## src/hrs_map.svh

```systemverilog
// Named constants for the hardware return stack.
// Included by the package and the design modules; definitions only.
`ifndef HRS_MAP_SVH
`define HRS_MAP_SVH

// Stack geometry
`define HRS_DEPTH 16
`define HRS_WIDTH 16

// Pointer value after any reset
`define HRS_PTR_RESET 'h0

// Flag level after any reset
`define HRS_FLAG_RESET 1'h1

`endif

```

## src/hrs_pkg.sv

```systemverilog
// Types shared by the hardware return stack and its core-side user.
// Assumes hrs_map.svh is on the include path.
`include "hrs_map.svh"

package hrs_pkg;

   // Stack events requested by the instruction sequencer
   typedef struct packed {
      logic call_push;             // Subroutine call executes
      logic irq_push;              // Interrupt acknowledged, core vectors
      logic ret_pop;               // Plain return executes
      logic literal_pop;           // return_with_literal executes
      logic interrupt_pop;         // return_from_interrupt executes
   } hrs_req_type;

   // Availability tracking, one-hot codes
   typedef enum logic [2:0] {
      HRS_AVAIL  = 3'h1,
      HRS_AT_TOP = 3'h2,
      HRS_LOCKED = 3'h4
   } hrs_state_type;

endpackage : hrs_pkg

```

## src/hrs_mem.sv

```systemverilog
// Storage array of the hardware return stack.
// Assumes one clock; write is clocked, read is combinational.
`timescale 1ns/1ns
`default_nettype none

`include "hrs_map.svh"

module hrs_mem #(
   parameter int WIDTH = `HRS_WIDTH,
   parameter int DEPTH = `HRS_DEPTH,
   parameter int PTR_W = $clog2(`HRS_DEPTH)
) (
   input wire logic sys_clk,
   input wire logic wr_en,
   input wire logic [PTR_W-1:0] wr_addr,
   input wire logic [WIDTH-1:0] wr_data,
   input wire logic [PTR_W-1:0] rd_addr,
   output logic [WIDTH-1:0] rd_data
);

   // Entries hold no reset value; the pointer alone defines what is live
   logic [WIDTH-1:0] entry [DEPTH];

   // One write enable per entry, decoded from the write address
   genvar gi;
   generate
      for (gi = 0; gi < DEPTH; gi++) begin : g_entry
         always_ff @(posedge sys_clk) begin
            if (wr_en && (wr_addr == PTR_W'(gi))) begin
               entry[gi] <= wr_data;
            end
         end
      end
   endgenerate

   // Asynchronous read keeps the pop answer one cycle after the request
   assign rd_data = entry[rd_addr];

endmodule : hrs_mem

`default_nettype wire

```

## src/hrs_stack.sv

```systemverilog
// Hardware return stack: sixteen program-counter words beside the core.
// Entries keep their contents over reset; pointer, pop_data, pop_valid and op_conflict clear, flag sets.
// Assumes the sequencer raises at most one push or one pop per cycle,
// all inputs synchronous to sys_clk, and rst held at least one edge.
`timescale 1ns/1ns
`default_nettype none

`include "hrs_map.svh"

// Operation
// - Sixteen 16-bit entries outside both memories
// - Pointer never visible to software
// - Push PC on call or interrupt acknowledge
// - Pop on the three return kinds only
// - High latch untouched by push or pop
// - Circular pointer, zero after every reset
// - Availability flag set after reset
// - Flag clear while pointer equals fifteen
// - Wrap fifteen to zero locks flag clear
// - Underflow shown only through the flag
// - Pop-first then push locks flag clear
// - Pushes beyond sixteen overwrite oldest entries
module hrs_stack #(
   parameter int WIDTH = `HRS_WIDTH,
   parameter int DEPTH = `HRS_DEPTH
) (
   input wire logic sys_clk,
   input wire logic rst,
   input wire hrs_pkg::hrs_req_type req,
   input wire logic [WIDTH-1:0] pc_in,
   output logic [WIDTH-1:0] pop_data,
   output logic pop_valid,
   output logic op_conflict,
   output logic stack_space_flag
);

   localparam int PTR_W = $clog2(DEPTH);
   localparam logic [PTR_W-1:0] PTR_TOP = PTR_W'(DEPTH - 1);
   localparam logic [PTR_W-1:0] PTR_ZERO = PTR_W'(`HRS_PTR_RESET);

   // Refuse geometries that the wrapping pointer cannot serve
   if (DEPTH < 2 || (1 << PTR_W) != DEPTH) begin : g_bad_depth
      $error("hrs_stack: DEPTH must be a power of two, at least 2");
   end
   if (WIDTH < 1) begin : g_bad_width
      $error("hrs_stack: WIDTH must be at least 1");
   end

   // Any request that stores the program counter
   function automatic logic is_push(input hrs_pkg::hrs_req_type r);
      is_push = r.call_push | r.irq_push;
   endfunction : is_push

   // Any request that returns a stored address
   function automatic logic is_pop(input hrs_pkg::hrs_req_type r);
      is_pop = r.ret_pop | r.literal_pop | r.interrupt_pop;
   endfunction : is_pop

   logic [PTR_W-1:0] ptr;
   logic [PTR_W-1:0] next_ptr;
   hrs_pkg::hrs_state_type state;
   hrs_pkg::hrs_state_type next_state;
   logic do_push;
   logic do_pop;
   logic clash;
   logic [PTR_W-1:0] rd_addr;
   logic [WIDTH-1:0] rd_data;
   logic [WIDTH-1:0] next_pop_data;
   logic next_pop_valid;
   logic next_op_conflict;

   // A push and a pop together are dropped: neither order is defined
   // op_conflict tells the sequencer that both requests were lost
   always_comb begin
      clash = is_push(req) && is_pop(req);
      do_push = is_push(req) && !clash;
      do_pop = is_pop(req) && !clash;
   end

   // Pop reads the entry just below the pointer
   // Read is combinational so the answer lands one edge after the pop
   assign rd_addr = ptr - 1'b1;

   // Storage lives outside any addressable space
   hrs_mem #(
      .WIDTH(WIDTH),
      .DEPTH(DEPTH),
      .PTR_W(PTR_W)
   ) u_mem (
      .sys_clk(sys_clk),
      .wr_en(do_push),
      .wr_addr(ptr),
      .wr_data(pc_in),
      .rd_addr(rd_addr),
      .rd_data(rd_data)
   );

   // Flag states: AVAIL while the pointer is below the top, AT_TOP while it
   // sits on the top entry without a wrap, LOCKED once a push has carried it
   // from the top back to zero. A pop from zero lands on the top as well, so
   // underflow and a full stack look alike to software; that is intended.
   // Pointer and availability, next values
   always_comb begin
      next_ptr = ptr;
      next_state = state;
      if (do_push) begin
         next_ptr = ptr + 1'b1;
      end else if (do_pop) begin
         next_ptr = ptr - 1'b1;
      end
      case (state)
         hrs_pkg::HRS_AVAIL: begin
            if (next_ptr == PTR_TOP) begin
               next_state = hrs_pkg::HRS_AT_TOP;
            end
         end
         hrs_pkg::HRS_AT_TOP: begin
            if (do_push) begin
               next_state = hrs_pkg::HRS_LOCKED;
            end else if (do_pop) begin
               next_state = hrs_pkg::HRS_AVAIL;
            end
         end
         hrs_pkg::HRS_LOCKED: begin
            next_state = hrs_pkg::HRS_LOCKED;
         end
         default: begin
            next_state = hrs_pkg::HRS_LOCKED;
         end
      endcase
   end

   // Pointer and availability, registered; only reset leaves the lock
   always_ff @(posedge sys_clk) begin
      if (rst) begin
         ptr <= PTR_ZERO;
         state <= hrs_pkg::HRS_AVAIL;
      end else begin
         ptr <= next_ptr;
         state <= next_state;
      end
   end

   // Underflow has no flag of its own: wrapping to the top clears this
   assign stack_space_flag = (state == hrs_pkg::HRS_AVAIL);

   // Pop answer, next values; only the stack word, the high latch is not touched
   always_comb begin
      next_pop_data = pop_data;
      next_pop_valid = do_pop;
      next_op_conflict = clash;
      if (do_pop) begin
         next_pop_data = rd_data;
      end
   end

   // Pop answer, registered
   always_ff @(posedge sys_clk) begin
      if (rst) begin
         pop_data <= '0;
         pop_valid <= 1'h0;
         op_conflict <= 1'h0;
      end else begin
         pop_data <= next_pop_data;
         pop_valid <= next_pop_valid;
         op_conflict <= next_op_conflict;
      end
   end

   // Helper: first request after reset was a pop, and no request since;
   // any later request ends the window in which a push must lock the flag
   logic seen_op;
   logic pop_first;
   always_ff @(posedge sys_clk) begin
      if (rst) begin
         seen_op <= 1'h0;
         pop_first <= 1'h0;
      end else if (!seen_op && (do_push || do_pop)) begin
         seen_op <= 1'h1;
         pop_first <= do_pop;
      end else if (do_push || do_pop) begin
         pop_first <= 1'h0;
      end
   end

   // Sticky record of a wrap from the top; the check below then covers
   // the rest of the run and not only a fixed window of cycles
   logic wrapped;
   logic next_wrapped;
   always_comb begin
      next_wrapped = wrapped | (do_push && ptr == PTR_TOP);
   end
   always_ff @(posedge sys_clk) begin
      if (rst) begin
         wrapped <= 1'h0;
      end else begin
         wrapped <= next_wrapped;
      end
   end

   // Per-entry check: the slot under the pointer takes the pushed word
   for (genvar ci = 0; ci < DEPTH; ci++) begin : g_entry_chk

   end
endmodule : hrs_stack

`default_nettype wire

```

## config.mk

```make
export PLATFORM = sky130hd
export DESIGN_NAME = hrs_stack
export DESIGN_NICKNAME = d
export VERILOG_FILES = /design/src/hrs_pkg.sv /design/src/hrs_mem.sv /design/src/hrs_stack.sv
export VERILOG_INCLUDE_DIRS = /design/src
export SDC_FILE = /design/constraint.sdc
export NUM_CORES = 1
export LEC_CHECK = 0
export BUFFER_PORTS_ARGS = -buffer_cell sky130_fd_sc_hd__buf_2
export CAP_MARGIN = 40
export CORE_ASPECT_RATIO = 0.9
export CORE_MARGIN = 4
export CORE_UTILIZATION = 60
export CTS_CLUSTER_DIAMETER = 30
export DETAILED_ROUTE_END_ITERATION = 8
export PLACE_DENSITY = 0.78
export SKIP_LAST_GASP = 1
export SYNTH_ARGS = -nofsm -noshare
export SYNTH_HDL_FRONTEND = slang
export SYNTH_SLANG_ARGS = --single-unit
```

## constraint.sdc

```tcl
create_clock -name sys_clk -period 3.3 [get_ports sys_clk]
set_clock_uncertainty 0.2 [all_clocks]
set_input_delay 0 -clock sys_clk [delete_from_list [all_inputs] [get_ports sys_clk]]
set_output_delay 0 -clock sys_clk [all_outputs]
set_load 0.02 [all_outputs]
```

==> impl_metrics.py, run 1 <==
metrics = {
    "run_status": {
        "status": "finished clean",
    },
    "placed_design": {
        "post-place-ws_ps": 869,
        "numPortBuffers": 41,
        "dp_hpwl_um": 14100,
        "gp_congestion": 0.788,
        "place_area_um2": 11500,
    },
    "global_route": {
        "antenna_found_initial": 2,
        "grt_max_degree": 48,
        "grt_usage": 0.264,
        "grt_overflow": 0,
        "grt_pass1_wl_um": 38800,
        "grt_pass1_vias": 6369,
    },
    "drt": {
        "avgViaCountPerCell": 6.30,
        "routed_wl_um": 25500,
        "first_iter_violations": 660,
        "vias": 5920,
        "avgRoutedWirePerCell_um": 27.2,
        "drc": 0,
        "antenna_left": 0,
        "drtPass1Iterations": 5,
    },
    "floorplan": {
        "start_util": 0.614,
        "fp.dieArea_um2": 20400,
        "core_area_um2": 17700,
        "chipWidth_um": 150,
        "die_y_um": 136,
        "top_level_ports": 42,
        "rows": 46,
    },
    "clock_network": {
        "cts_num_sinks": 281,
        "cts.path.max_buffers": 3,
        "cts_inserted_buffers": 41,
        "root_buffer": "clkbuf_16",
        "htree_levels": 2,
        "clkSlewWorstSetupHoldPaths_ps": 60,
        "postCtsSetupBuffers": 0,
        "clock_latency_ps": 530,
        "cts_tree": "yes",
    },
    "setup_path": {
        "cpPeakStageDelay_ps": 630,
        "cp_num_buf_inv": 4,
        "critPathCaptureType": "flop",
        "crit_chain": "dlygate4sd3_1, buf_2, or2_2, dlygate4sd3_1, ha_1, dlygate4sd3_1, or4b_2, o41ai_1",
        "slowest_stage": "or4b_2",
        "cp-start-kind": "input pin",
        "crit_required_ps": 3500,
        "arrival_ps": 3120,
        "worst_path_most_repeated_cell": "dlygate4sd3_1",
        "critPathTopFamily": "buffers and inverters",
        "criticalPathCategory": "in -> reg",
        "worst-path-max-fanout": 3,
    },
    "yosys": {
        "synth_nets": 594,
        "syn_area_per_cell_um2": 19.3,
        "synth_seq_cells": 281,
        "synth_top_cell_by_area": "edfxtp_1",
        "netlist_instances": 563,
        "syn_area_um2": 10900,
        "ys_warn_count": 0,
        "synthTopCellsByArea": "edfxtp_1, mux4_2, dfxtp_1, nand2_1, a21oi_1",
        "yosysSeqAreaShare": 0.752,
        "synth_top_area_frac": 0.706,
        "synth_cell_types": 34,
    },
    "sta": {
        "rsz0062_at_grt": "no",
        "fin_crit_sh": 0.886,
        "max_freq_mhz": 342,
        "slew_violations": 0,
        "setup_ws_ps": 375,
        "relSlewSlack": 0.604,
        "fin_crit_ps": 2930,
        "timing.hold.ws_ps": 59.2,
        "worst_pin_slew_ps": 593,
        "final-setup-viol-count": 0,
        "setup_tns_ps": 0,
        "hold_viol": 0,
    },
    "final_layout": {
        "most-common-layout-cells": "edfxtp_1, nand2_1, mux4_2, clkbuf_16, buf_2",
        "layout.nets": 697,
        "multi_input_area_um2": 2520,
        "area_growth_pct": 21.1,
        "final_common_cell": "edfxtp_1",
        "final_core_util": 0.744,
        "nFillCells": 1004,
        "regArea_um2": 8190,
        "drive_gt1_frac": 0.310,
        "stdcell_area_um2": 13200,
    },
    "run": {
        "cap_violations": 0,
    },
    "pwr": {
        "power_leakage_nw": 4.60,
        "power_density_nw_per_um2": 721,
        "ir_worst_vdd_mv": 0.409,
    },
    "worst_hold_path": {
        "hp-class": "in -> reg",
    },
}
==> where the power goes <==
part | switching (mW) | internal (mW)
Combinational | 0.510 | 0.356
Clock | 1.68 | 2.98
Sequential | 0.0484 | 3.93
Total | 2.24 | 7.27
==> per-layer routing <==
metal | vias up | part of all wire | track usage
li1 | 2458 | - | -
met1 | 3078 | 0.39 | 0.365
met2 | 314 | 0.49 | 0.414
met3 | 68 | 0.090 | 0.0632
met4 | 2 | 0.031 | 0.104
met5 | - | 0.00051 | 0
==> flip-flops by register name (all words and copies together) (netlist names) <==
register and count:
pop_valid 1, op_conflict 1, state 3, ptr 4, u_mem.entry 256, pop_data 16
==> cells by family after synthesis <==
logic type	synth area share
xor+xnor	0.00483
compound gates	0.0332
fa+ha+maj	0.00920
flops	0.752
buf+inv	0.0199
simple gates	0.0482
mux	0.132
==> synth_stat cells <==
master	n
edfxtp_1	256
nand2_1	70
mux4_2	64
a21oi_1	34
dfxtp_1	25
a211o_1	18
clkbuf_1	13
nor2_1	11
buf_2	8
ha_1	8
and2_1	6
and3_1	6
nor2b_1	6
inv_1	5
xnor2_1	4
buf_12	3
buf_4	3
nor3b_1	3
buf_6	2
nand2b_1	2
nand3_1	2
xor2_1	2
a22oi_1	1
buf_1	1
nor3_1	1
nor3_4	1
nor4b_1	1
nor4bb_1	1
o2bb2ai_1	1
o311ai_1	1
o41ai_1	1
or2_2	1
or3_1	1
or4b_2	1
==> area by class of cell <==
class,count,area share
Inverter,5,0.00142
Sequential cell,281,0.622
Antenna cell,1,0.000190
Timing Repair Buffer,90,0.0503
Tap cell,240,0.0228
Multi-Input combinational cell,247,0.191
Clock buffer,45,0.0822
Clock inverter,31,0.0304
==> worst register-to-register path, stage by stage (launching register included) <==
cell and delay, ps:
dfxtp_1 470, inv_1 130, ha_2 380, buf_4 320
mux4_2 370, nand2_1 110, a21oi_1 90, a211o_1 300
==> per-stage QoR <==
step	total power [mW]	cells
2_1_floorplan	4.62	563
3_5_place_dp	4.88	842
4_1_cts	9.53	939
6_report	9.51	940
3_3_place_gp	4.85	842
5_1_grt	9.78	940
==> path summary, 6_finish.rpt <==
kind	startpoint	endpoint	slack [ps]	depth (start not counted)
worst max-delay path	req[4]	state[1]$_SDFFE_PP0P_	370	8
worst max register to register	ptr[1]$_SDFF_PP0_	pop_data[14]$_SDFFE_PP0N_	820	7
worst min-delay path	req[3]	pop_valid$_SDFF_PP0_	60	5
worst min register to register	pop_data[15]$_SDFFE_PP0N_	pop_data[15]$_SDFFE_PP0N_	270	1
==> timing repair <==
| action | in CTS | in global routing |
|---|---|---|
| gates resized for setup | 0 | 0 |
| hold buffers | 21 | 0 |
| hold endpoints to repair | 265 | 0 |
Note: power is estimated with default switching activity, not from simulation.
==> inputs of run 2 (changes only) <==
--- a/config.mk
+++ b/config.mk
@@ -10,10 +10,9 @@
 export CAP_MARGIN = 40
 export CORE_ASPECT_RATIO = 0.9
 export CORE_MARGIN = 4
-export CORE_UTILIZATION = 60
+export CORE_UTILIZATION = 30
 export CTS_CLUSTER_DIAMETER = 30
 export DETAILED_ROUTE_END_ITERATION = 8
-export PLACE_DENSITY = 0.78
 export SKIP_LAST_GASP = 1
 export SYNTH_ARGS = -nofsm -noshare
 export SYNTH_HDL_FRONTEND = slang
==> impl_metrics.py, run 2 (synthesis results as in run 1) <==
metrics = {
    "run_status": {
        "status": "finished clean",
    },
    "clock_network": {
        "cts.path.max_buffers": 3,
        "cts_tree": "yes",
        "clkSlewWorstSetupHoldPaths_ps": 50,
        "cts_hold_buf": 22,
        "htree_levels": 2,
        "cts_num_sinks": 281,
        "post_cts_resized": 0,
        "postCtsSetupBuffers": 0,
        "cts_inserted_buffers": 53,
        "clock_latency_ps": 560,
        "root_buffer": "clkbuf_16",
    },
    "worst_hold_path": {
        "worst_hold_startpoint": "req[2]",
        "hp-class": "in -> reg",
        "hold_path_end": "ptr[1]$_SDFF_PP0_",
        "whs_path_depth": 5,
    },
    "global_route": {
        "grt_usage": 0.130,
        "grt_pass1_wl_um": 38800,
        "grt_max_degree": 44,
        "antenna_found_initial": 0,
        "grt_overflow": 0,
        "grt_pass1_vias": 5960,
    },
    "final_layout": {
        "n_antenna_cell": 0,
        "most-common-layout-cells": "edfxtp_1, nand2_1, mux4_2, clkbuf_16, buf_2",
        "top_regs": "u_mem.entry: 256 flops, pop_data: 16 flops, ptr: 4 flops",
        "stdcell_area_um2": 13900,
        "layout.nets": 713,
        "drive_gt1_frac": 0.327,
        "regArea_um2": 8190,
        "nFillCells": 3249,
        "final_common_cell": "edfxtp_1",
        "regMostFlops": "u_mem.entry",
        "multi_input_area_um2": 2520,
        "largest_reg_flops": 256,
        "area_growth_pct": 27.4,
    },
    "placed_design": {
        "dp_hpwl_um": 14500,
        "post-place-ws_ps": 723,
        "numPortBuffers": 41,
        "gp_congestion": 0.750,
        "place_area_um2": 11800,
    },
    "run": {
        "cap_violations": 0,
    },
    "sta": {
        "fin_crit_ps": 2750,
        "relSlewSlack": 0.615,
        "max_freq_mhz": 363,
        "worst_pin_slew_ps": 577,
        "hold_viol": 0,
        "fin_crit_sh": 0.835,
        "rsz0062_at_grt": "no",
        "slew_violations": 0,
        "timing.hold.ws_ps": 59.2,
        "setup_ws_ps": 545,
        "final-setup-viol-count": 0,
        "setup_tns_ps": 0,
    },
    "pwr": {
        "ir_worst_vdd_mv": 0.386,
        "combPwrFrac": 0.083,
        "power_density_nw_per_um2": 739,
        "power_frac_clock": 0.528,
        "seq_power_share": 0.389,
        "total_power_mw": 10.3,
        "power_leakage_nw": 4.77,
        "power.switching_mw": 2.36,
        "power.internal_mw": 7.89,
        "swShare": 0.230,
    },
    "setup_path": {
        "arrival_ps": 3060,
        "reg2reg_to": "pop_data[2]$_SDFFE_PP0N_",
        "regToRegSetupSlack_ps": 880,
        "worst-path-max-fanout": 11,
        "critPathCaptureType": "flop",
        "reg2regPathDepth": 7,
        "crit_required_ps": 3600,
        "cp-start-kind": "input pin",
        "r2r-start": "ptr[1]$_SDFF_PP0_",
        "criticalPathCategory": "in -> reg",
        "crit_start": "req[4]",
    },
    "drt": {
        "avgRoutedWirePerCell_um": 21.4,
        "first_iter_violations": 505,
        "antenna_left": 0,
        "avgViaCountPerCell": 4.70,
        "routed_wl_um": 25600,
        "drc": 0,
        "vias": 5621,
        "drtPass1Iterations": 4,
    },
    "floorplan": {
        "die_y_um": 189,
        "core_area_um2": 35500,
        "fp.dieArea_um2": 39400,
        "start_util": 0.307,
        "chipWidth_um": 209,
        "top_level_ports": 42,
        "rows": 65,
    },
}
## run 2: changes by cell type in the layout (fill, tap and decap cells not counted), sizes merged
cell,before,now
clkinvlp,4,10
buf,69,72
dlygate4sd3,21,22
clkinv,9,14
inv,16,10
diode,1,0
clkbuf,45,64
## run 2: power by group through the flow
| stage | registers (mW) | clock network, mW | logic (mW) |
|---|---|---|---|
| after floorplan | 4.06 | 0 | 0.556 |
| after global placement | 4.05 | 0 | 0.847 |
| after detailed placement | 4.05 | 0 | 0.846 |
| after CTS | 3.99 | 5.51 | 0.872 |
| after global routing | 3.99 | 5.72 | 0.931 |
| final | 3.98 | 5.42 | 0.850 |
## run 2: worst max-delay path by stage
stage | end | slack, ps | depth (start not counted)
floorplan | u_mem.entry[7][0]$_DFFE_PP_ | 450 | 6
global placement | state[0]$_SDFFE_PP1P_ | 800 | 9
detailed placement | state[0]$_SDFFE_PP1P_ | 720 | 9
CTS | pop_data[10]$_SDFFE_PP0N_ | 550 | 11
global route | pop_data[10]$_SDFFE_PP0N_ | 390 | 11
finish | pop_data[10]$_SDFFE_PP0N_ | 550 | 11
## run 2: layout make-up
class | count | area share
inverters | 5 | 0.00135
clock inverters | 36 | 0.0319
multi-input cells | 247 | 0.182
clock buffers | 64 | 0.101
flip-flops and latches | 281 | 0.591
well taps | 469 | 0.0423
repair buffers | 94 | 0.0511
## run 2: worst max-delay path, cell delays in order
cell and delay, ps:
dlygate4sd3_1 540, buf_2 120, or2_2 270, dlygate4sd3_1 580, inv_1 60, ha_1 280
nor2b_1 270, nand2_1 270, buf_4 300, a21oi_1 220, a211o_1 130
## run 2: per-layer routing
metal  track usage  share of wire  vias to the layer above
li1              -              -                     2505
met1         0.171           0.40                     2902
met2         0.220           0.51                      172
met3        0.0281          0.074                       42
met4        0.0364          0.017                        0
met5             0              0                        -
## run 2: metrics by stage
| stage | std cells | utilization |
|---|---|---|
| global placement | 1074 | 0.333 |
| finish | 1196 | 0.391 |
| floorplan | 563 | - |
| detailed placement | 1074 | 0.333 |
| global route | 1196 | 0.391 |
| CTS | 1196 | 0.391 |
